[src/inc/dlil_pkg.sv]
// shared constants, types and states of the debug link instruction layer
package dlil_pkg;

	// ==========================================================
	// instruction byte layout
	localparam int OPC_LSB    = 5;
	localparam int PTR_LSB    = 2;
	localparam int SZA_LSB    = 2;
	localparam int SZB_LSB    = 0;
	localparam int KEY_SIB_B  = 2;
	localparam int CSA_W      = 4;

	// opcodes
	localparam logic [2:0] OP_DIRECT_RD  = 3'h0;
	localparam logic [2:0] OP_INDIR_RD   = 3'h1;
	localparam logic [2:0] OP_DIRECT_WR  = 3'h2;
	localparam logic [2:0] OP_INDIR_WR   = 3'h3;
	localparam logic [2:0] OP_CTRL_RD    = 3'h4;
	localparam logic [2:0] OP_LOOP_CNT   = 3'h5;
	localparam logic [2:0] OP_CTRL_WR    = 3'h6;
	localparam logic [2:0] OP_UNLOCK     = 3'h7;

	// indirect pointer modes
	localparam logic [1:0] PTR_AT        = 2'h0;
	localparam logic [1:0] PTR_AT_INC    = 2'h1;
	localparam logic [1:0] PTR_LOAD      = 2'h2;

	// unlock code sizes
	localparam logic [1:0] KEY_SZ_64     = 2'h0;
	localparam logic [1:0] KEY_SZ_128    = 2'h1;
	localparam logic [4:0] KEY_BYTES     = 5'h08;
	localparam logic [4:0] INFO_BYTES    = 5'h10;

	// response characters and reset values
	localparam logic [7:0]  ACK_CHAR     = 8'h40;
	localparam logic [31:0] PTR_RST      = 32'h0000_0000;
	localparam logic [7:0]  RPT_RST      = 8'h00;

	// ==========================================================
	// carriers
	typedef struct packed {
		logic        valid;
		logic        we;
		logic [1:0]  size;
		logic [31:0] addr;
		logic [31:0] wdata;
	} dlil_bus_req_t;

	typedef struct packed {
		logic        byte_vld;
		logic [7:0]  data;
		logic        sync;
		logic        brk;
		logic        err;
	} dlil_rx_t;

	typedef enum logic [2:0] {
		ST_IDLE  = 3'b000,
		ST_OPER  = 3'b001,
		ST_DATA  = 3'b010,
		ST_BUS   = 3'b011,
		ST_GUARD = 3'b100,
		ST_SEND  = 3'b101,
		ST_ERR   = 3'b110
	} dlil_state_t;

endpackage

[src/core/dlil_core.sv]
// instruction layer of a single-wire debug link: decode, pointer, repeat, responses
`timescale 1ns/1ps

// Notes on behaviour
// - indirect write with mode 2 loads its address bytes into the pointer
// - indirect write mode 0 writes at pointer, mode 1 also advances by data size
// - acknowledge is returned after the pointer has been loaded
// - acknowledge is returned after the system bus write completes
// - address and data operands reach up to 32 bits
// - control read takes its address from the opcode and returns one byte
// - control read byte goes out only after the guard idle time
// - control write stores one byte and sends nothing back
// - control write data byte may follow the instruction back to back
// - repeat counter holds values up to 255
// - instruction after the loop count runs count plus one times
// - only a break character stops a running repeat
// - repeated iterations run on operand or data frames alone
// - loop count op itself cannot be repeated
// - repeated indirect read streams, guard only before the first block
// - unlock takes only 64-bit codes, info block is at most 128 bits
// - size field sets the frame count, a received code gets no response
// - info block bytes go out after the configured guard time
// - each sync character emits one event pulse
// - guard inserts turnaround_idle_count idle bits of one bit time each
// - any error blocks all requests until a break arrives
module dlil_core
	import dlil_pkg::*;
#(
	parameter int TXB_DEPTH = 2,
	parameter int BITC_W    = 16
)(
	// clock and reset
	input  wire logic                 clk,
	input  wire logic                 rst_n,
	// received characters from the serial layer
	input  wire dlil_rx_t             rx_i,
	// response bytes to the serial layer
	output logic                      tx_valid,
	output logic [7:0]                tx_data,
	input  wire logic                 tx_ready,
	// timing set by the sync character and the turnaround setting
	input  wire logic [BITC_W-1:0]    bit_cycles,
	input  wire logic [2:0]           turnaround_idle_count,
	// system bus
	output dlil_bus_req_t             bus_req,
	input  wire logic                 bus_ack,
	input  wire logic                 bus_err,
	input  wire logic [31:0]          bus_rdata,
	// control and status space
	output logic [CSA_W-1:0]          cs_addr,
	output logic                      cs_we,
	output logic [7:0]                cs_wdata,
	input  wire logic [7:0]           cs_rdata,
	// unlock code and information block
	output logic [63:0]               unlock_code,
	output logic                      unlock_vld,
	input  wire logic [127:0]         device_info_block,
	// status
	output logic                      sync_event,
	output logic                      link_error,
	output logic                      repeat_active
);

	// ==========================================================
	// elaboration checks
	if (TXB_DEPTH < 2 || (TXB_DEPTH & (TXB_DEPTH - 1)) != 0)
		$error("TXB_DEPTH must be a power of two of at least 2");
	if (BITC_W < 1)
		$error("BITC_W must be positive");

	localparam int PW = $clog2(TXB_DEPTH);

	// ==========================================================
	// state
	dlil_state_t     state_reg;
	logic [7:0]      op_reg;
	logic [2:0]      cnt_reg;
	logic [63:0]     rxw_reg;
	logic [31:0]     ptr_reg;
	logic [31:0]     addr_reg;
	logic [7:0]      rpt_reg;
	logic            rpt_act_reg;
	logic            sync_seen_reg;
	logic            ph_reg;
	logic            skip_gt_reg;
	logic [127:0]    txw_reg;
	logic [4:0]      txn_reg;
	logic [BITC_W-1:0] gcyc_reg;
	logic [2:0]      gbit_reg;
	logic            sync_evt_reg;

	// decode helpers
	logic [2:0]  opc;
	logic [1:0]  ptrm;
	logic [2:0]  n_a;
	logic [2:0]  n_b;
	logic [3:0]  need;
	logic        last;
	logic [63:0] rx_word;
	logic        fin;
	logic        guard_done;
	logic        push;
	logic        in_ready;

	assign opc = op_reg[OPC_LSB +: 3];
	assign ptrm = op_reg[PTR_LSB +: 2];
	// indirect ops size their pointer operand by the data size field
	assign n_a = {1'b0, opc[0] ? op_reg[SZB_LSB +: 2] : op_reg[SZA_LSB +: 2]} + 3'h1;
	assign n_b = {1'b0, op_reg[SZB_LSB +: 2]} + 3'h1;

	// byte count of the operand phase in progress
	always_comb
	begin
		need = 4'h1;
		if (state_reg == ST_OPER)
			need = {1'b0, n_a};
		else if (opc == OP_INDIR_WR || opc == OP_DIRECT_WR)
			need = {1'b0, n_b};
		else if (opc == OP_UNLOCK)
			need = KEY_BYTES[3:0];
	end
	assign last = ({1'b0, cnt_reg} == need - 4'h1);

	// operand word with the arriving byte placed by its index
	always_comb
	begin
		rx_word = rxw_reg;
		rx_word[cnt_reg*8 +: 8] = rx_i.data;
	end

	// where an iteration starts; also used for the first one
	function automatic dlil_state_t start_of(input logic [7:0] op);
		dlil_state_t s;
		case (op[OPC_LSB +: 3])
			OP_DIRECT_RD,
			OP_DIRECT_WR: s = ST_OPER;
			OP_INDIR_WR:  s = (op[PTR_LSB +: 2] == PTR_LOAD) ? ST_OPER : ST_DATA;
			OP_CTRL_WR,
			OP_LOOP_CNT:  s = ST_DATA;
			OP_UNLOCK:    s = op[KEY_SIB_B] ? ST_BUS : ST_DATA;
			default:      s = ST_BUS;
		endcase
		return s;
	endfunction

	// end of an instruction: last send byte or a silent write
	assign fin = (state_reg == ST_SEND && txn_reg == 5'h00 && !(opc == OP_DIRECT_WR && !ph_reg))
		|| (state_reg == ST_DATA && rx_i.byte_vld && last
			&& (opc == OP_CTRL_WR || opc == OP_UNLOCK));

	// ==========================================================
	// sync tracking and event output
	always_ff @(posedge clk or negedge rst_n)
	begin
		if (!rst_n)
			sync_evt_reg <= 1'b0;
		else
			sync_evt_reg <= rx_i.sync;
	end
	assign sync_event = sync_evt_reg;

	// ==========================================================
	// guard idle bits before the first response byte
	always_ff @(posedge clk or negedge rst_n)
	begin
		if (!rst_n)
		begin
			gcyc_reg <= '0;
			gbit_reg <= 3'h0;
		end
		else if (state_reg != ST_GUARD)
		begin
			gcyc_reg <= '0;
			gbit_reg <= 3'h0;
		end
		else if (gcyc_reg >= bit_cycles - BITC_W'(1))
		begin
			gcyc_reg <= '0;
			gbit_reg <= gbit_reg + 3'h1; // one idle bit per bit time
		end
		else
			gcyc_reg <= gcyc_reg + BITC_W'(1);
	end
	assign guard_done = (gbit_reg == turnaround_idle_count);

	// ==========================================================
	// instruction sequencer
	always_ff @(posedge clk or negedge rst_n)
	begin
		if (!rst_n)
		begin
			state_reg     <= ST_IDLE;
			op_reg        <= 8'h00;
			cnt_reg       <= 3'h0;
			rxw_reg       <= 64'h0;
			ptr_reg       <= PTR_RST;
			addr_reg      <= 32'h0;
			rpt_reg       <= RPT_RST;
			rpt_act_reg   <= 1'b0;
			sync_seen_reg <= 1'b0;
			ph_reg        <= 1'b0;
			skip_gt_reg   <= 1'b0;
			txw_reg       <= 128'h0;
			txn_reg       <= 5'h00;
			bus_req       <= '0;
			cs_addr       <= '0;
			cs_we         <= 1'b0;
			cs_wdata      <= 8'h00;
			unlock_code   <= 64'h0;
			unlock_vld    <= 1'b0;
		end
		else if (rx_i.brk)
		begin
			// break is the only exit from error and the only way to end a repeat before its count runs out
			state_reg     <= ST_IDLE;
			rpt_act_reg   <= 1'b0;
			rpt_reg       <= RPT_RST;
			sync_seen_reg <= 1'b0;
			skip_gt_reg   <= 1'b0;
			bus_req.valid <= 1'b0;
			cs_we         <= 1'b0;
			unlock_vld    <= 1'b0;
		end
		else if (rx_i.err || state_reg == ST_ERR)
		begin
			state_reg     <= ST_ERR;
			bus_req.valid <= 1'b0;
			cs_we         <= 1'b0;
			unlock_vld    <= 1'b0;
		end
		else
		begin
			cs_we      <= 1'b0;
			unlock_vld <= 1'b0;
			if (rx_i.sync)
				sync_seen_reg <= 1'b1;
			case (state_reg)
				ST_IDLE:
					if (rx_i.byte_vld)
					begin
						op_reg        <= rx_i.data;
						cnt_reg       <= 3'h0;
						ph_reg        <= 1'b0;
						sync_seen_reg <= 1'b0;
						cs_addr       <= rx_i.data[CSA_W-1:0];
						if (!sync_seen_reg)
							state_reg <= ST_ERR;
						else if (rx_i.data[OPC_LSB +: 3] == OP_LOOP_CNT && rpt_act_reg)
							state_reg <= ST_ERR;
						else if (rx_i.data[OPC_LSB +: 3] == OP_UNLOCK && !rx_i.data[KEY_SIB_B]
							&& rx_i.data[1:0] != KEY_SZ_64)
							state_reg <= ST_ERR;
						else
							state_reg <= start_of(rx_i.data);
					end
				ST_OPER:
					if (rx_i.byte_vld)
					begin
						rxw_reg <= rx_word;
						cnt_reg <= cnt_reg + 3'h1;
						if (last)
						begin
							if (opc == OP_INDIR_WR)
							begin
								ptr_reg   <= rx_word[31:0] & ({32{1'b1}} >> (8 * (4 - n_a)));
								txw_reg   <= {120'h0, ACK_CHAR};
								txn_reg   <= 5'h01;
								state_reg <= ST_GUARD;
							end
							else
							begin
								addr_reg  <= rx_word[31:0] & ({32{1'b1}} >> (8 * (4 - n_a)));
								txw_reg   <= {120'h0, ACK_CHAR};
								txn_reg   <= 5'h01;
								state_reg <= (opc == OP_DIRECT_WR) ? ST_GUARD : ST_BUS;
							end
						end
					end
				ST_DATA:
					if (rx_i.byte_vld)
					begin
						rxw_reg <= rx_word;
						cnt_reg <= cnt_reg + 3'h1;
						if (last)
						begin
							case (opc)
								OP_CTRL_WR:
								begin
									cs_we    <= 1'b1; // no response follows
									cs_wdata <= rx_i.data;
								end
								OP_LOOP_CNT:
								begin
									rpt_reg     <= rx_i.data;
									rpt_act_reg <= 1'b1;
									state_reg   <= ST_IDLE;
								end
								OP_UNLOCK:
								begin
									unlock_code <= rx_word; // silent
									unlock_vld  <= 1'b1;
								end
								default:
									state_reg <= ST_BUS;
							endcase
						end
					end
				ST_BUS:
				begin
					if (rx_i.byte_vld)
						state_reg <= ST_ERR; // byte during turnaround
					else if (opc == OP_CTRL_RD)
					begin
						txw_reg   <= {120'h0, cs_rdata}; // exactly one byte
						txn_reg   <= 5'h01;
						state_reg <= ST_GUARD;
					end
					else if (opc == OP_UNLOCK)
					begin
						txw_reg   <= device_info_block;
						txn_reg   <= (op_reg[1:0] == KEY_SZ_128) ? INFO_BYTES : KEY_BYTES;
						state_reg <= ST_GUARD;
					end
					else if (opc == OP_INDIR_RD && ptrm == PTR_LOAD)
					begin
						txw_reg   <= {96'h0, ptr_reg};
						txn_reg   <= {2'b00, n_a};
						state_reg <= ST_GUARD;
					end
					else if (!bus_req.valid)
					begin
						bus_req.valid <= 1'b1;
						bus_req.we    <= (opc == OP_INDIR_WR || opc == OP_DIRECT_WR);
						bus_req.size  <= op_reg[SZB_LSB +: 2];
						bus_req.addr  <= (opc[0]) ? ptr_reg : addr_reg;
						bus_req.wdata <= rxw_reg[31:0];
					end
					else if (bus_err)
					begin
						bus_req.valid <= 1'b0;
						state_reg     <= ST_ERR;
					end
					else if (bus_ack)
					begin
						bus_req.valid <= 1'b0;
						if (opc[0] && ptrm == PTR_AT_INC)
							ptr_reg <= ptr_reg + {29'h0, n_b};
						txw_reg   <= bus_req.we ? {120'h0, ACK_CHAR} : {96'h0, bus_rdata};
						txn_reg   <= bus_req.we ? 5'h01 : {2'b00, n_b};
						state_reg <= ST_GUARD;
					end
				end
				ST_GUARD:
					if (rx_i.byte_vld)
						state_reg <= ST_ERR;
					else if (skip_gt_reg || guard_done)
						state_reg <= ST_SEND;
				ST_SEND:
					if (rx_i.byte_vld)
						state_reg <= ST_ERR;
					else if (push)
					begin
						txw_reg <= txw_reg >> 8;
						txn_reg <= txn_reg - 5'h01;
					end
					else if (txn_reg == 5'h00)
					begin
						ph_reg    <= 1'b1;
						cnt_reg   <= 3'h0;
						state_reg <= ST_DATA; // direct write: address acked
					end
				default:
					state_reg <= ST_ERR;
			endcase
			// end of an instruction: run again while the counter allows
			if (fin)
			begin
				cnt_reg <= 3'h0;
				ph_reg  <= 1'b0;
				if (rpt_act_reg && rpt_reg != 8'h00)
				begin
					rpt_reg     <= rpt_reg - 8'h01; // count plus one runs
					state_reg   <= start_of(op_reg); // no sync, no opcode
					skip_gt_reg <= (opc == OP_INDIR_RD); // stream on
				end
				else
				begin
					rpt_act_reg <= 1'b0;
					skip_gt_reg <= 1'b0;
					state_reg   <= ST_IDLE;
				end
			end
		end
	end

	assign link_error = (state_reg == ST_ERR);
	assign repeat_active = rpt_act_reg;

	// ==========================================================
	// response buffer: stalls the sequencer when the serial side waits
	logic [7:0]  txb_mem [TXB_DEPTH];
	logic [PW:0] wp_reg;
	logic [PW:0] rp_reg;
	logic        full;
	logic        empty;

	assign full = (wp_reg[PW] != rp_reg[PW]) && (wp_reg[PW-1:0] == rp_reg[PW-1:0]);
	assign empty = (wp_reg == rp_reg);
	assign in_ready = !full;
	assign push = (state_reg == ST_SEND) && (txn_reg != 5'h00) && in_ready && !rx_i.byte_vld;
	assign tx_valid = !empty;
	assign tx_data = txb_mem[rp_reg[PW-1:0]];

	// buffer storage and pointers
	always_ff @(posedge clk or negedge rst_n)
	begin
		if (!rst_n)
		begin
			wp_reg <= '0;
			rp_reg <= '0;
			for (int i = 0; i < TXB_DEPTH; i++)
				txb_mem[i] <= 8'h00;
		end
		else
		begin
			if (push)
			begin
				txb_mem[wp_reg[PW-1:0]] <= txw_reg[7:0];
				wp_reg <= wp_reg + 1'b1;
			end
			if (tx_valid && tx_ready)
				rp_reg <= rp_reg + 1'b1;
		end
	end

	// ==========================================================
	// checks
	a_ptr_ack_after: assert property (@(posedge clk) disable iff (!rst_n)
		(state_reg == ST_OPER && rx_i.byte_vld && last && opc == OP_INDIR_WR && !rx_i.brk
			&& !rx_i.err) |=> (state_reg == ST_GUARD && txw_reg[7:0] == ACK_CHAR))
		else $error("pointer load not followed by acknowledge");

	a_ptr_advance: assert property (@(posedge clk) disable iff (!rst_n)
		(state_reg == ST_BUS && bus_req.valid && bus_ack && !bus_err && opc == OP_INDIR_WR
			&& !rx_i.brk && !rx_i.err && !rx_i.byte_vld)
		|=> ptr_reg == $past(ptr_reg) + {29'h0, $past(n_b)} * {31'h0, $past(ptrm) == PTR_AT_INC})
		else $error("pointer step wrong after indirect write");

	a_ctrl_wr_quiet: assert property (@(posedge clk) disable iff (!rst_n)
		$rose(cs_we) |-> !tx_valid ##1 (state_reg != ST_GUARD && state_reg != ST_SEND))
		else $error("control write produced a response");

	a_ctrl_rd_one: assert property (@(posedge clk) disable iff (!rst_n)
		(state_reg == ST_BUS && opc == OP_CTRL_RD && !rx_i.brk && !rx_i.err && !rx_i.byte_vld)
		|=> txn_reg == 5'h01 ##1 state_reg != ST_SEND || txn_reg == 5'h01)
		else $error("control read byte count wrong");

	a_err_holds: assert property (@(posedge clk) disable iff (!rst_n)
		(link_error && !rx_i.brk) |=> link_error && !push)
		else $error("error state left without break");

	a_break_stops: assert property (@(posedge clk) disable iff (!rst_n)
		rx_i.brk |=> (state_reg == ST_IDLE && !repeat_active && !bus_req.valid))
		else $error("break did not stop activity");

	a_sync_pulse: assert property (@(posedge clk) disable iff (!rst_n)
		rx_i.sync |=> sync_event)
		else $error("sync character without event pulse");

	a_guard_wait: assert property (@(posedge clk) disable iff (!rst_n)
		(state_reg == ST_GUARD && !skip_gt_reg && !guard_done && !rx_i.brk && !rx_i.err
			&& !rx_i.byte_vld) |=> state_reg != ST_SEND)
		else $error("response sent before guard time");

	a_loop_load: assert property (@(posedge clk) disable iff (!rst_n)
		(state_reg == ST_DATA && opc == OP_LOOP_CNT && rx_i.byte_vld && !rx_i.brk && !rx_i.err)
		|=> (rpt_reg == $past(rx_i.data) && repeat_active))
		else $error("loop count not loaded");

	a_tx_held: assert property (@(posedge clk) disable iff (!rst_n)
		(tx_valid && !tx_ready) |=> (tx_valid && $stable(tx_data)))
		else $error("response byte changed while stalled");

endmodule

[config.mk]
export PLATFORM = sky130hd
export DESIGN_NAME = dlil_core
export DESIGN_NICKNAME = d
export VERILOG_FILES = /design/src/inc/dlil_pkg.sv /design/src/core/dlil_core.sv
export SDC_FILE = /design/constraint.sdc
export NUM_CORES = 1
export LEC_CHECK = 0
export BUFFER_PORTS_ARGS = -buffer_cell sky130_fd_sc_hd__buf_2
export CAP_MARGIN = 0
export CORE_ASPECT_RATIO = 2
export CORE_MARGIN = 2
export CORE_UTILIZATION = 52
export DETAILED_ROUTE_END_ITERATION = 12
export PLACE_DENSITY = 0.83
export SLEW_MARGIN = 20
export SYNTH_ARGS = -nofsm -noshare
export SYNTH_HDL_FRONTEND = slang
export SYNTH_SLANG_ARGS = --single-unit
[constraint.sdc]
create_clock -name clk -period 4.1 [get_ports clk]
set_input_delay 0.205 -clock clk [delete_from_list [all_inputs] [get_ports clk]]
set_output_delay 0.205 -clock clk [all_outputs]
set_load 0.005 [all_outputs]
==> results.txt, run 1 <==
----------------------------------------------------
[Logic synthesis]
  Most area-hungry cell type in the Yosys netlist ... sky130_fd_sc_hd__dfrtp_1
  Most common flop cell mapped by yosys ... sky130_fd_sc_hd__dfrtp_1
  Cell count after synthesis ... approximately 2500
  FF+latch count, synth ... around 470
  Post-synthesis mux area share ... 0.06904
  Unique cell type count in the Yosys netlist ... between 70 and 80
  Largest family of logic cells by synthesized area ... compound AO/OA/AOI/OAI gates
  Area fraction in and, or, nand and nor cells after synthesis ... 0.1720
  Avg Inst Size Synth ... 9.402 sq um
  Area share of fa/ha/maj cells after synthesis ... 0.02023
  Leading cell types by total area after synthesis ... sky130_fd_sc_hd__dfrtp_1, sky130_fd_sc_hd__nand2_1, sky130_fd_sc_hd__o21ai_0
  Post-synth EDFFs ... 0
  Compound-cell area share of the yosys netlist ... 0.1784
  Nets in the synthesized netlist ... 2714
  Sequential cell area fraction in the yosys report ... 0.5037
  Yosys warnings ... 0
  Share of synthesized flip-flops with an asynchronous set or reset ... 1.000
  Xor and xnor fraction of the mapped netlist area ... 0.01582
  Area share of the largest cell type after synthesis ... 0.5037
  Post-synth design cell area ... 23250 sq um

[Timing]
  Setup-failing EPs final ... 0
  Max Clock Skew ... ~0.023 ns
  Pin slew with the least headroom to its limit ... between 1 and 1.5 ns
  RSZ-0062 raised after global routing ... no
  Relative max-transition margin ... 0.2808
  Maximum achievable frequency ... 0.2619 GHz
  Final count of hold timing violations ... 0
  Period utilization ... 0.9312
  Max-slew violation count ... 0
  Post-route minimum period ... 3.818 ns
  Setup tns final ... 0 ns
  Final worst slack ... 0.2821 ns

[Floorplanning]
  Core area ... 44190 sq um
  I/O pins ... 362
  Overall die width ... ~150 um
  Effective utilization at floorplan ... 0.5262
  Area of the die ... 46520 sq um
  Chip height ... 303.0 um
  Row count ... between 100 and 150

[Critical path]
  Sort of element at the end of the critical path ... register
  Class of the most critical setup path ... reg -> reg
  Worst-path maximum fanout ... 40
  Crit path required time ... between 4 and 5 ns
  Element type at the critical path start ... register
  Data arrival, critical path ... 4.26 ns
  Reg-to-reg critical path startpoint ... op_reg[5]
  Number of cells traversed by the worst register-to-register path ... 13
  Setup slack, reg-to-reg ... ~0.28 ns
  Worst flop-to-flop path endpoint ... txw_reg[53]

[Global routing]
  Largest net degree at the start of global routing ... roughly 120
  Via count of the first global-routing pass ... 21120
  Wire length of the first global-routing pass ... around 120000 um
  Overflow left after global routing ... 0
  Total routing resource utilization after global routing ... 0.3157
  Initial antenna violation count ... 7

[Routing]
  First-pass detailed-route iteration total ... 7
  Residual antenna-violating net count after detailed routing ... 0
  Routed length per placed instance ... 21.88 um
  Total Routed Length ... ~76000 um
  Vias per cell ... roughly 6.1
  Count of unresolved DRC violations after routing ... 0
  Violation count after the first detailed-routing iteration ... 1667
  Total number of vias ... 21050

[Finish]
  Number of filler instances in the final layout ... 3455
  Area taken by flip-flops and latches ... 11710 sq um
  Layout Nets ... between 3000 and 4000
  Core occupancy in the finished layout ... 0.6377
  Share of post-route cells with drive strength above 1 ... 0.2160
  Max FFs per register ... 128
  Area used by multi-input combinational logic ... 10660 sq um
  Signed area change from the synthesized netlist to the final layout ... 21.20%
  Fin cells ... 3457

[Clock network]
  Clock-pin slew of the registers on the worst-case setup and hold paths ... 0.07 ns
  Clock tree from TritonCTS ... yes
  Later-pin clock latency in the skew report ... 0.59 ns
  Clock H-tree levels ... 2
  Clock root buffer ... sky130_fd_sc_hd__clkbuf_16
  Number of sinks driven by the clock tree ... roughly 470
  Bufs on Longest Clock Path ... 3
  CTS Buf Count ... between 40 and 50

[Placed design]
  Total of buffers placed on input and output ports ... 361
  Dpl cells ... between 3000 and 4000
  Routability congestion estimate ... 0.9016
  Post-place setup slack ... 0.2260 ns
  Final HPWL DP ... between 50000 and 60000 um

[Flow run]
  Max Cap Viol ... 0

[Hold path]
  Hold path endpoint ... txw_reg[26]
  Hold wc startpoint ... device_info_block[26]
  Number of instances on the worst hold path ... 5
  Hold/Removal Path Class ... in -> reg

[Pwr]
  Maximum ir drop on the vdd rail ... 363.9 uV
  Areal power density over the cells ... 473.0 nW/um^2
  Leakage component of the power ... ~13 nW

[Run status]
  Status ... finished, final reports clean

----------------------------------------------------
==> layer usage <==
layer  up-vias  GRT usage  share of wire
li1       9504          -              -
met1     10100     0.3419           0.34
met2      1122     0.5592           0.50
met3       319    0.04985          0.073
met4        10     0.2261          0.085
met5         -          0        0.00091
==> stage by stage <==
step           power [mW]  area [sq um]  hold slack [ns]
2_1_floorplan       7.809         23250         -0.09059
3_3_place_gp        8.973         25680           0.3273
3_5_place_dp        9.122         25680           0.3296
4_1_cts             13.18         28110        0.0007738
5_1_grt             13.85         28170          0.04253
6_report            13.33         28180          0.02718
==> placed cells by master (no fill, tap or decap), types with 12 or more instances in the layout <==
cell | Yosys | final
sky130_fd_sc_hd__a21oi_1 | 139 | 139
sky130_fd_sc_hd__a221oi_1 | 96 | 96
sky130_fd_sc_hd__a221oi_2 | 14 | 14
sky130_fd_sc_hd__a31oi_1 | 33 | 33
sky130_fd_sc_hd__and3_1 | 13 | 13
sky130_fd_sc_hd__buf_12 | 0 | 13
sky130_fd_sc_hd__buf_2 | 38 | 360
sky130_fd_sc_hd__buf_4 | 4 | 60
sky130_fd_sc_hd__clkbuf_16 | 0 | 41
sky130_fd_sc_hd__dfrtp_1 | 468 | 467
sky130_fd_sc_hd__dlygate4sd3_1 | 0 | 106
sky130_fd_sc_hd__ha_1 | 36 | 36
sky130_fd_sc_hd__inv_1 | 36 | 36
sky130_fd_sc_hd__mux2_1 | 14 | 14
sky130_fd_sc_hd__mux2_2 | 85 | 85
sky130_fd_sc_hd__mux2i_1 | 49 | 49
sky130_fd_sc_hd__nand2_1 | 341 | 341
sky130_fd_sc_hd__nand2b_1 | 21 | 21
sky130_fd_sc_hd__nand3_1 | 39 | 39
sky130_fd_sc_hd__nor2_1 | 320 | 318
sky130_fd_sc_hd__nor2b_1 | 41 | 41
sky130_fd_sc_hd__nor3_1 | 33 | 31
sky130_fd_sc_hd__nor3b_1 | 32 | 32
sky130_fd_sc_hd__o21ai_0 | 247 | 247
sky130_fd_sc_hd__o22ai_1 | 20 | 20
sky130_fd_sc_hd__o31ai_1 | 12 | 12
sky130_fd_sc_hd__xnor2_1 | 23 | 23
sky130_fd_sc_hd__xor2_1 | 19 | 19
==> cells by family after synthesis <==
kind of cell	after synthesis
compound gates	651
mux	148
buf+inv	226
simple gates	901
xor+xnor	42
flops	468
fa+ha+maj	37
==> what timing repair did <==
action / in CTS / in global routing
hold endpoints to repair: 218 / 0
setup buffers: 0 / 4
hold buffers: 106 / 0
endpoints found under the setup margin: 0 / 18
gates resized for setup: 0 / 0
==> how the worst max path moves through the flow <==
stage | end | cells past startpoint | slack [ns] | startpoint
2_1_floorplan | txw_reg[16] | 16 | 0.09 | op_reg[5]
3_3_place_gp | unlock_code[9] | 12 | 0.32 | op_reg[5]
3_5_place_dp | gcyc_reg[14] | 15 | 0.23 | bit_cycles[2]
4_1_cts | unlock_code[20] | 12 | 0.20 | op_reg[5]
5_1_grt | rpt_reg[2] | 12 | 0.13 | op_reg[5]
6_report | txw_reg[53] | 13 | 0.28 | op_reg[5]
==> cell type report <==
class,count,area share
Antenna cell,4,0.0003552
Clock buffer,53,0.04120
Clock inverter,19,0.007193
Inverter,37,0.004929
Multi-Input combinational cell,1780,0.3783
Sequential cell,468,0.4156
Tap cell,555,0.02464
Timing Repair Buffer,541,0.1277
==> worst max-delay path, cell delays in order, from the launching register on <==
cell and delay (ns):
sky130_fd_sc_hd__dfrtp_2 0.57, sky130_fd_sc_hd__mux2i_1 0.45, sky130_fd_sc_hd__inv_1 0.17, sky130_fd_sc_hd__ha_1 0.24, sky130_fd_sc_hd__nor4bb_1 0.17, sky130_fd_sc_hd__a31oi_4 0.17
sky130_fd_sc_hd__xnor2_1 0.09, sky130_fd_sc_hd__or4_4 0.59, sky130_fd_sc_hd__a21oi_4 0.18, sky130_fd_sc_hd__buf_12 0.14, sky130_fd_sc_hd__o211ai_4 0.17, sky130_fd_sc_hd__buf_12 0.28
sky130_fd_sc_hd__a221oi_1 0.36, sky130_fd_sc_hd__nor2_1 0.09
==> synth_stat cells, types with 4 or more instances <==
master,n
sky130_fd_sc_hd__nor4_1,4
sky130_fd_sc_hd__o31ai_1,12
sky130_fd_sc_hd__dfrtp_1,468
sky130_fd_sc_hd__buf_1,7
sky130_fd_sc_hd__nand2b_1,21
sky130_fd_sc_hd__a221oi_2,14
sky130_fd_sc_hd__nor3_1,33
sky130_fd_sc_hd__nor2_1,320
sky130_fd_sc_hd__o21ai_0,247
sky130_fd_sc_hd__a221oi_1,96
sky130_fd_sc_hd__a31oi_1,33
sky130_fd_sc_hd__nand4_1,11
sky130_fd_sc_hd__a21oi_1,139
sky130_fd_sc_hd__buf_6,5
sky130_fd_sc_hd__o21ai_1,10
sky130_fd_sc_hd__xnor2_1,23
sky130_fd_sc_hd__nand2_1,341
sky130_fd_sc_hd__a21o_1,11
sky130_fd_sc_hd__o211ai_1,4
sky130_fd_sc_hd__buf_4,4
sky130_fd_sc_hd__or3_1,8
sky130_fd_sc_hd__nor2b_1,41
sky130_fd_sc_hd__ha_1,36
sky130_fd_sc_hd__o21a_1,5
sky130_fd_sc_hd__and3_1,13
sky130_fd_sc_hd__nor3b_1,32
sky130_fd_sc_hd__mux2i_1,49
sky130_fd_sc_hd__a311oi_1,4
sky130_fd_sc_hd__a22o_1,7
sky130_fd_sc_hd__nand3_1,39
sky130_fd_sc_hd__and2_1,12
sky130_fd_sc_hd__xor2_1,19
sky130_fd_sc_hd__o22ai_1,20
sky130_fd_sc_hd__mux2_2,85
sky130_fd_sc_hd__nand3b_1,6
sky130_fd_sc_hd__or2_2,4
sky130_fd_sc_hd__a211oi_1,10
sky130_fd_sc_hd__mux2_1,14
sky130_fd_sc_hd__o32ai_1,9
sky130_fd_sc_hd__buf_2,38
sky130_fd_sc_hd__inv_1,36
sky130_fd_sc_hd__clkbuf_1,135
==> power by group <==
group	total [mW]	leakage, nW	internal [mW]	switching (mW)
clock network	4.00	0.680	2.16	1.84
registers	5.94	6.34	5.25	0.688
logic	3.39	6.46	1.26	2.12
(Power assumes the default switching activity.)
==> inputs of run 2 (changes only) <==
Settings changed: CORE_ASPECT_RATIO 2 to not set.
==> run 2 against run 1 <==
Worst setup slack worse by 0.059 ns. Global-route usage fell by 0.84 points. Sequential power is essentially flat. Final cell count increased by 0.93%. Via count is 1.5% higher. Routed wire length fell by 3.8%. Non-clock buffer count decreased by 21. Critical path type unchanged. Critical endpoint is now txw_reg[110]. Largest cell class unchanged. Largest power group unchanged. Highest routed layer unchanged.
==> results.txt, run 2 (same netlist as run 1, synthesis figures left out) <==
----------------------------------------------------
[Global routing]
  Overflow left after global routing ... 0 (unchanged)
  Wire length of the first global-routing pass ... 113400 um (was 115500 um)
  Largest net degree at the start of global routing ... 119 (was 118)
  Initial antenna violation count ... 4 (was 7)
  Via count of the first global-routing pass ... 20850 (was 21120)
  Total routing resource utilization after global routing ... 0.3073 (was 0.3157)

[Run status]
  Status ... finished, final reports clean (unchanged)

[Critical path]
  CP cell instances ... mux2i_1, inv_1, ha_1, nor4bb_2, a31oi_4, xnor2_1, or4_4, a21oi_4, o211a_4, buf_12, nor2_1, nor2_1 (was mux2i_1, inv_1, ha_1, nor4bb_1, a31oi_4, xnor2_1, or4_4, a21oi_4, buf_12, o211ai_4, buf_12, a221oi_1, nor2_1)
  Critical path's most frequent cell ... sky130_fd_sc_hd__nor2_1 (was sky130_fd_sc_hd__buf_12)
  Reg-to-reg critical path startpoint ... cs_addr[0] (was op_reg[5])
  Slowest Stage Delay on Critical Path ... 0.59 ns (about the same)
  Worst-path maximum fanout ... 48 (was 40)
  Crit path required time ... 4.60 ns (was 4.54 ns)
  Buffers & Inverters on Critical Path ... 2 (was 3)
  Setup slack, reg-to-reg ... 0.22 ns (was 0.28 ns)
  Data arrival, critical path ... 4.38 ns (was 4.26 ns)
  Number of cells traversed by the worst register-to-register path ... 12 (was 13)
  Sort of element at the end of the critical path ... register (unchanged)
  Class of the most critical setup path ... reg -> reg (unchanged)
  Element type at the critical path start ... register (unchanged)
  Critical path's slowest cell ... sky130_fd_sc_hd__or4_4 (unchanged)
  Largest delay contributor family on the critical path ... compound AO/OA/AOI/OAI gates (unchanged)
  Worst flop-to-flop path endpoint ... txw_reg[110] (was txw_reg[53])

[Placed design]
  Cell area after placement ... 25580 sq um (was 25680 sq um)
  Dpl cells ... 3290 (was 3270)
  Final HPWL DP ... 48280 um (was 53090 um)
  Routability congestion estimate ... 0.9305 (was 0.9016)
  Total of buffers placed on input and output ports ... 361 (unchanged)

[Hold path]
  Number of instances on the worst hold path ... 3 (was 5)
  Hold wc startpoint ... cs_rdata[6] (was device_info_block[26])
  Hold/Removal Path Class ... in -> reg (unchanged)
  Hold path endpoint ... txw_reg[6] (was txw_reg[26])

[Timing]
  Period utilization ... 0.9456 (was 0.9312)
  Post-route minimum period ... 3.877 ns (was 3.818 ns)
  Max-slew violation count ... 0 (unchanged)
  Relative max-transition margin ... 0.3301 (was 0.2808)
  Pin slew with the least headroom to its limit ... 1.005 ns (was 1.072 ns)
  Setup tns final ... 0 ns (unchanged)
  RSZ-0062 raised after global routing ... no (unchanged)
  Maximum achievable frequency ... 0.2579 GHz (was 0.2619 GHz)
  Setup-failing EPs final ... 0 (unchanged)
  Final count of hold timing violations ... 0 (unchanged)
  Worst hold slack ... 0.01638 ns (was 0.02718 ns)
  Max Clock Skew ... 0.02633 ns (was 0.02303 ns)

[Pwr]
  Maximum ir drop on the vdd rail ... 396.8 uV (was 363.9 uV)
  Areal power density over the cells ... 487.4 nW/um^2 (was 473.0 nW/um^2)
  Leakage component of the power ... 13.49 nW (was 13.48 nW)

[Floorplanning]
  Overall die width ... 215.5 um (was 153.5 um)
  Chip height ... 215.5 um (was 303.0 um)
  Area of the die ... 46420 sq um (was 46520 sq um)
  Core area ... 44220 sq um (was 44190 sq um)
  Row count ... 77 (was 109)
  Effective utilization at floorplan ... 0.5258 (was 0.5262)
  I/O pins ... 362 (unchanged)

[Clock network]
  Later-pin clock latency in the skew report ... 0.60 ns (was 0.59 ns)
  Clock H-tree levels ... 2 (unchanged)
  Bufs on Longest Clock Path ... 3 (unchanged)
  Number of buffers inserted to repair setup after CTS ... 0 (unchanged)
  Clock root buffer ... sky130_fd_sc_hd__clkbuf_16 (unchanged)
  Clock tree from TritonCTS ... yes (unchanged)
  Clock-pin slew of the registers on the worst-case setup and hold paths ... 0.07 ns (about the same)
  CTS Buf Count ... 48 (was 41)
  Number of sinks driven by the clock tree ... 468 (unchanged)

[Routing]
  Residual antenna-violating net count after detailed routing ... 0 (unchanged)
  First-pass detailed-route iteration total ... 7 (unchanged)
  Vias per cell ... 6.125 (was 6.090)
  Total Routed Length ... 72760 um (was 75630 um)
  Count of unresolved DRC violations after routing ... 0 (unchanged)
  Routed length per placed instance ... 20.85 um (was 21.88 um)
  Total number of vias ... 21370 (was 21050)
  Violation count after the first detailed-routing iteration ... 2328 (was 1667)

[Finish]
  Most common cell after layout, fill and taps aside ... sky130_fd_sc_hd__dfrtp_1 (unchanged)
  Max FFs per register ... 128 (unchanged)
  Fin cells ... 3489 (was 3457)
  Layout Nets ... 3095 (was 3110)
  Core occupancy in the finished layout ... 0.6406 (was 0.6377)
  Share of post-route cells with drive strength above 1 ... 0.2132 (was 0.2160)
  Number of filler instances in the final layout ... 3374 (was 3455)
  Design Area, Final ... 28330 sq um (was 28180 sq um)
  Signed area change from the synthesized netlist to the final layout ... 21.84% (was 21.20%)
  Highest-count cells in the layout ignoring fill and taps ... sky130_fd_sc_hd__dfrtp_1, sky130_fd_sc_hd__buf_2, sky130_fd_sc_hd__nand2_1 (unchanged)

[Flow run]
  Max Cap Viol ... 0 (unchanged)

----------------------------------------------------
==> run 2: cell count changes in the layout (fill, tap and decap cells not counted), moves of 3 or more <==
cell                        previous run  this run
sky130_fd_sc_hd__buf_4                60        43
sky130_fd_sc_hd__buf_12               13        10
sky130_fd_sc_hd__clkbuf_16            41        49
sky130_fd_sc_hd__inv_16                3         0
sky130_fd_sc_hd__bufinv_16             2         5
sky130_fd_sc_hd__clkbuf_1              3        10
==> run 2: worst register-to-register path, stage by stage (launching register included) <==
cell                       delay (ns)
sky130_fd_sc_hd__dfrtp_1         0.45
sky130_fd_sc_hd__mux2i_1         0.40
sky130_fd_sc_hd__inv_1           0.17
sky130_fd_sc_hd__ha_1            0.23
sky130_fd_sc_hd__nor4bb_2        0.18
sky130_fd_sc_hd__a31oi_4         0.16
sky130_fd_sc_hd__xnor2_1         0.09
sky130_fd_sc_hd__or4_4           0.59
sky130_fd_sc_hd__a21oi_4         0.38
sky130_fd_sc_hd__o211a_4         0.53
sky130_fd_sc_hd__buf_12          0.31
sky130_fd_sc_hd__nor2_1          0.12
sky130_fd_sc_hd__nor2_1          0.17
==> run 2: worst max-delay path by stage <==
stage,start,to,slack [ns],depth (start not counted)
6_report,cs_addr[0],txw_reg[110],0.22,12
3_5_place_dp,cs_addr[0],txw_reg[76],0.36,12
4_1_cts,op_reg[5],txw_reg[110],0.33,11
2_1_floorplan,op_reg[5],txw_reg[16],0.09,16
5_1_grt,cs_addr[0],txw_reg[110],0.007,12
3_3_place_gp,op_reg[5],txw_reg[83],0.50,12
==> run 2: metrics by stage <==
stage | total power [mW] | setup slack [ns]
finish | 13.81 | 0.2229
floorplan | 7.809 | 0.08996
global placement | 8.801 | 0.4966
global route | 14.37 | 0.007393
detailed placement | 8.946 | 0.3634
CTS | 13.64 | 0.3280
==> run 2: area by class of cell <==
cell class / count / area, sq um / area share
multi-input combinational: 1779 / 10660 / 0.3762
inverter: 37 / 138.9 / 0.004903
tap: 592 / 740.7 / 0.02615
clock buffer: 68 / 1388 / 0.04898
timing repair buffer: 520 / 3401 / 0.1200
clock inverter: 22 / 282.8 / 0.009982
antenna: 3 / 7.507 / 0.0002650
sequential: 468 / 11710 / 0.4135
==> run 2: timing repair <==
item | CTS | global route
endpoints found under the hold margin | 226 | 0
gates resized for setup | 0 | 1
hold buffers | 106 | 0
endpoints found under the setup margin | 0 | 1
==> run 2: where the power goes <==
group / internal, mW / switching (mW) / leakage, nW
Clock: 2.69 / 1.92 / 0.817
Combinational: 1.22 / 2.06 / 6.34
Sequential: 5.26 / 0.656 / 6.34
Total: 9.17 / 4.64 / 13.5
==> run 2: per-layer routing <==
metal / wire length (um) / part of all wire / vias up / global-route usage
li1: - / - / 9501 / -
met1: 27290 / 0.38 / 10360 / 0.3787
met2: 35440 / 0.49 / 1210 / 0.5145
met3: 5851 / 0.080 / 300 / 0.06089
met4: 4142 / 0.057 / 4 / 0.1595
met5: 27 / 0.00037 / - / 0
==> inputs of run 3 (changes only) <==
Settings changed: PLACE_DENSITY 0.83 to 0.77.
==> run 3 against run 2 <==
Critical endpoint is now txw_reg[91]. Die area unchanged. Critical path depth up 1. Critical path type unchanged. Global-route usage down 0.85 points. Sequential power about the same. First-iteration DRC count down 12%. Highest routed layer unchanged. Hold slack better by 0.0056 ns. Sequential share of layout area up 0.068 points.
==> results.txt, run 3 (same netlist as run 1, synthesis figures left out) <==
----------------------------------------------------
[Run status]
  Status ... finished, final reports clean (unchanged)

[Routing]
  Total number of vias ... 20710 (was 21370)
  Violation count after the first detailed-routing iteration ... 2043 (was 2328)
  Residual antenna-violating net count after detailed routing ... 0 (unchanged)
  Vias per cell ... 5.942 (was 6.125)
  First-pass detailed-route iteration total ... 6 (was 7)
  Routed length per placed instance ... 20.26 um (was 20.85 um)
  Count of unresolved DRC violations after routing ... 0 (unchanged)
  Total Routed Length ... 70620 um (was 72760 um)

[Critical path]
  Data arrival, critical path ... 4.34 ns (was 4.38 ns)
  Setup slack, reg-to-reg ... 0.23 ns (was 0.22 ns)
  Class of the most critical setup path ... reg -> reg (unchanged)
  Worst-path maximum fanout ... 62 (was 48)
  Critical path's slowest cell ... sky130_fd_sc_hd__or4_4 (unchanged)
  Largest delay contributor family on the critical path ... compound AO/OA/AOI/OAI gates (unchanged)
  Crit path required time ... 4.57 ns (was 4.60 ns)
  Element type at the critical path start ... register (unchanged)
  Buffers & Inverters on Critical Path ... 3 (was 2)
  Slowest Stage Delay on Critical Path ... 0.59 ns (about the same)
  Sort of element at the end of the critical path ... register (unchanged)
  CP cell instances ... mux2i_1, inv_1, ha_1, nor4bb_2, a31oi_4, xnor2_1, or4_4, a21oi_4, o211ai_4, buf_12, buf_4, a221oi_1, nor2_1 (was mux2i_1, inv_1, ha_1, nor4bb_2, a31oi_4, xnor2_1, or4_4, a21oi_4, o211a_4, buf_12, nor2_1, nor2_1)

[Finish]
  Max FFs per register ... 128 (unchanged)
  Number of filler instances in the final layout ... 3418 (was 3374)
  Signed area change from the synthesized netlist to the final layout ... 21.64% (was 21.84%)
  Layout Nets ... 3097 (was 3095)
  Core occupancy in the finished layout ... 0.6396 (was 0.6406)
  Highest-count cells in the layout ignoring fill and taps ... sky130_fd_sc_hd__dfrtp_1, sky130_fd_sc_hd__buf_2, sky130_fd_sc_hd__nand2_1 (unchanged)
  Area taken by flip-flops and latches ... 11710 sq um (unchanged)
  Most common cell after layout, fill and taps aside ... sky130_fd_sc_hd__dfrtp_1 (unchanged)
  Fin cells ... 3485 (was 3489)
  Share of post-route cells with drive strength above 1 ... 0.2127 (was 0.2132)
  Area used by multi-input combinational logic ... 10660 sq um (about the same)
  Design Area, Final ... 28280 sq um (was 28330 sq um)

[Clock network]
  Clock root buffer ... sky130_fd_sc_hd__clkbuf_16 (unchanged)
  Clock tree from TritonCTS ... yes (unchanged)
  Clock-pin slew of the registers on the worst-case setup and hold paths ... 0.06 ns (was 0.07 ns)
  Later-pin clock latency in the skew report ... 0.61 ns (was 0.60 ns)
  Bufs on Longest Clock Path ... 3 (unchanged)
  Clock H-tree levels ... 2 (unchanged)
  Number of sinks driven by the clock tree ... 468 (unchanged)
  CTS Buf Count ... 49 (was 48)

[Timing]
  Max Clock Skew ... 0.02889 ns (was 0.02633 ns)
  Max-slew violation count ... 0 (unchanged)
  Post-route minimum period ... 3.866 ns (was 3.877 ns)
  Setup-failing EPs final ... 0 (unchanged)
  Setup tns final ... 0 ns (unchanged)
  Relative max-transition margin ... 0.2703 (was 0.3301)
  Worst hold slack ... 0.02194 ns (was 0.01638 ns)
  Maximum achievable frequency ... 0.2587 GHz (was 0.2579 GHz)
  Final count of hold timing violations ... 0 (unchanged)
  Pin slew with the least headroom to its limit ... 1.095 ns (was 1.005 ns)
  Period utilization ... 0.9429 (was 0.9456)
  RSZ-0062 raised after global routing ... no (unchanged)

[Global routing]
  Wire length of the first global-routing pass ... 110400 um (was 113400 um)
  Initial antenna violation count ... 2 (was 4)
  Overflow left after global routing ... 0 (unchanged)
  Largest net degree at the start of global routing ... 112 (was 119)
  Total routing resource utilization after global routing ... 0.2988 (was 0.3073)
  Via count of the first global-routing pass ... 20450 (was 20850)

[Placed design]
  Cell area after placement ... 25570 sq um (was 25580 sq um)
  Routability congestion estimate ... 0.8918 (was 0.9305)
  Final HPWL DP ... 47790 um (was 48280 um)
  Total of buffers placed on input and output ports ... 361 (unchanged)
  Dpl cells ... 3291 (was 3290)

[Floorplanning]
  I/O pins ... 362 (unchanged)
  Effective utilization at floorplan ... 0.5258 (unchanged)
  Core area ... 44220 sq um (unchanged)
  Overall die width ... 215.5 um (unchanged)
  Chip height ... 215.5 um (unchanged)
  Row count ... 77 (unchanged)
  Area of the die ... 46420 sq um (unchanged)

[Pwr]
  Areal power density over the cells ... 483.5 nW/um^2 (was 487.4 nW/um^2)
  Maximum ir drop on the vdd rail ... 337.7 uV (was 396.8 uV)
  Leakage component of the power ... 13.48 nW (was 13.49 nW)

[Flow run]
  Max Cap Viol ... 0 (unchanged)

[Hold path]
  Hold/Removal Path Class ... in -> reg (unchanged)

----------------------------------------------------
==> run 3: layout make-up <==
type,count,share of cell area
Multi-Input combinational cell,1779,0.3768
Clock buffer,67,0.04893
Clock inverter,20,0.008892
Inverter,37,0.004911
Timing Repair Buffer,521,0.1201
Tap cell,592,0.02619
Antenna cell,1,0.00008848
Sequential cell,468,0.4141
==> run 3: final timing paths <==
| path | startpoint | cells after the start | to |
|---|---|---|---|
| worst max-delay path | cs_addr[0] | 13 | txw_reg[91] |
| worst min-delay path | device_info_block[8] | 5 | txw_reg[8] |
| worst max register to register | cs_addr[0] | 13 | txw_reg[91] |
| worst min register to register | bus_req[47] | 2 | bus_req[47] |
| max in group asynchronous | rst_n | 3 | txw_reg[67] |
| min in group asynchronous | rst_n | 2 | cs_wdata[3] |
==> run 3: stage by stage <==
step | setup WS [ns] | total power, mW
6_report | 0.2340 | 13.68
5_1_grt | 0.02225 | 14.28
4_1_cts | 0.2766 | 13.59
3_5_place_dp | 0.3444 | 8.930
3_3_place_gp | 0.4757 | 8.802
2_1_floorplan | 0.08996 | 7.809
==> run 3: worst reg2reg max path, cell delays in order (launching register included) <==
cell	delay, ns
sky130_fd_sc_hd__dfrtp_1	0.45
sky130_fd_sc_hd__mux2i_1	0.43
sky130_fd_sc_hd__inv_1	0.18
sky130_fd_sc_hd__ha_1	0.23
sky130_fd_sc_hd__nor4bb_2	0.19
sky130_fd_sc_hd__a31oi_4	0.16
sky130_fd_sc_hd__xnor2_1	0.09
sky130_fd_sc_hd__or4_4	0.59
sky130_fd_sc_hd__a21oi_4	0.38
sky130_fd_sc_hd__o211ai_4	0.12
sky130_fd_sc_hd__buf_12	0.23
sky130_fd_sc_hd__buf_4	0.31
sky130_fd_sc_hd__a221oi_1	0.27
sky130_fd_sc_hd__nor2_1	0.11
==> run 3: power by group <==
part	switching [mW]	internal, mW	total, mW
Sequential	0.622	5.26	5.88
Clock	1.93	2.68	4.61
Combinational	1.97	1.22	3.19
==> run 3: timing repair <==
item | 4_1_cts | 5_1_grt
setup endpoints to repair | 0 | 2
buffers inserted | 0 | 0
gates resized for setup | 0 | 1
hold buffers | 106 | 0
hold endpoints to repair | 212 | 0
==> run 3: layer usage <==
layer / vias to the layer above / global-route usage / part of all wire
met1: 10110 / 0.3765 / 0.39
met3: 206 / 0.04919 / 0.067
met4: 2 / 0.1418 / 0.050
li1: 9489 / - / -
met5: - / 0 / 0.00018
met2: 898 / 0.5045 / 0.49
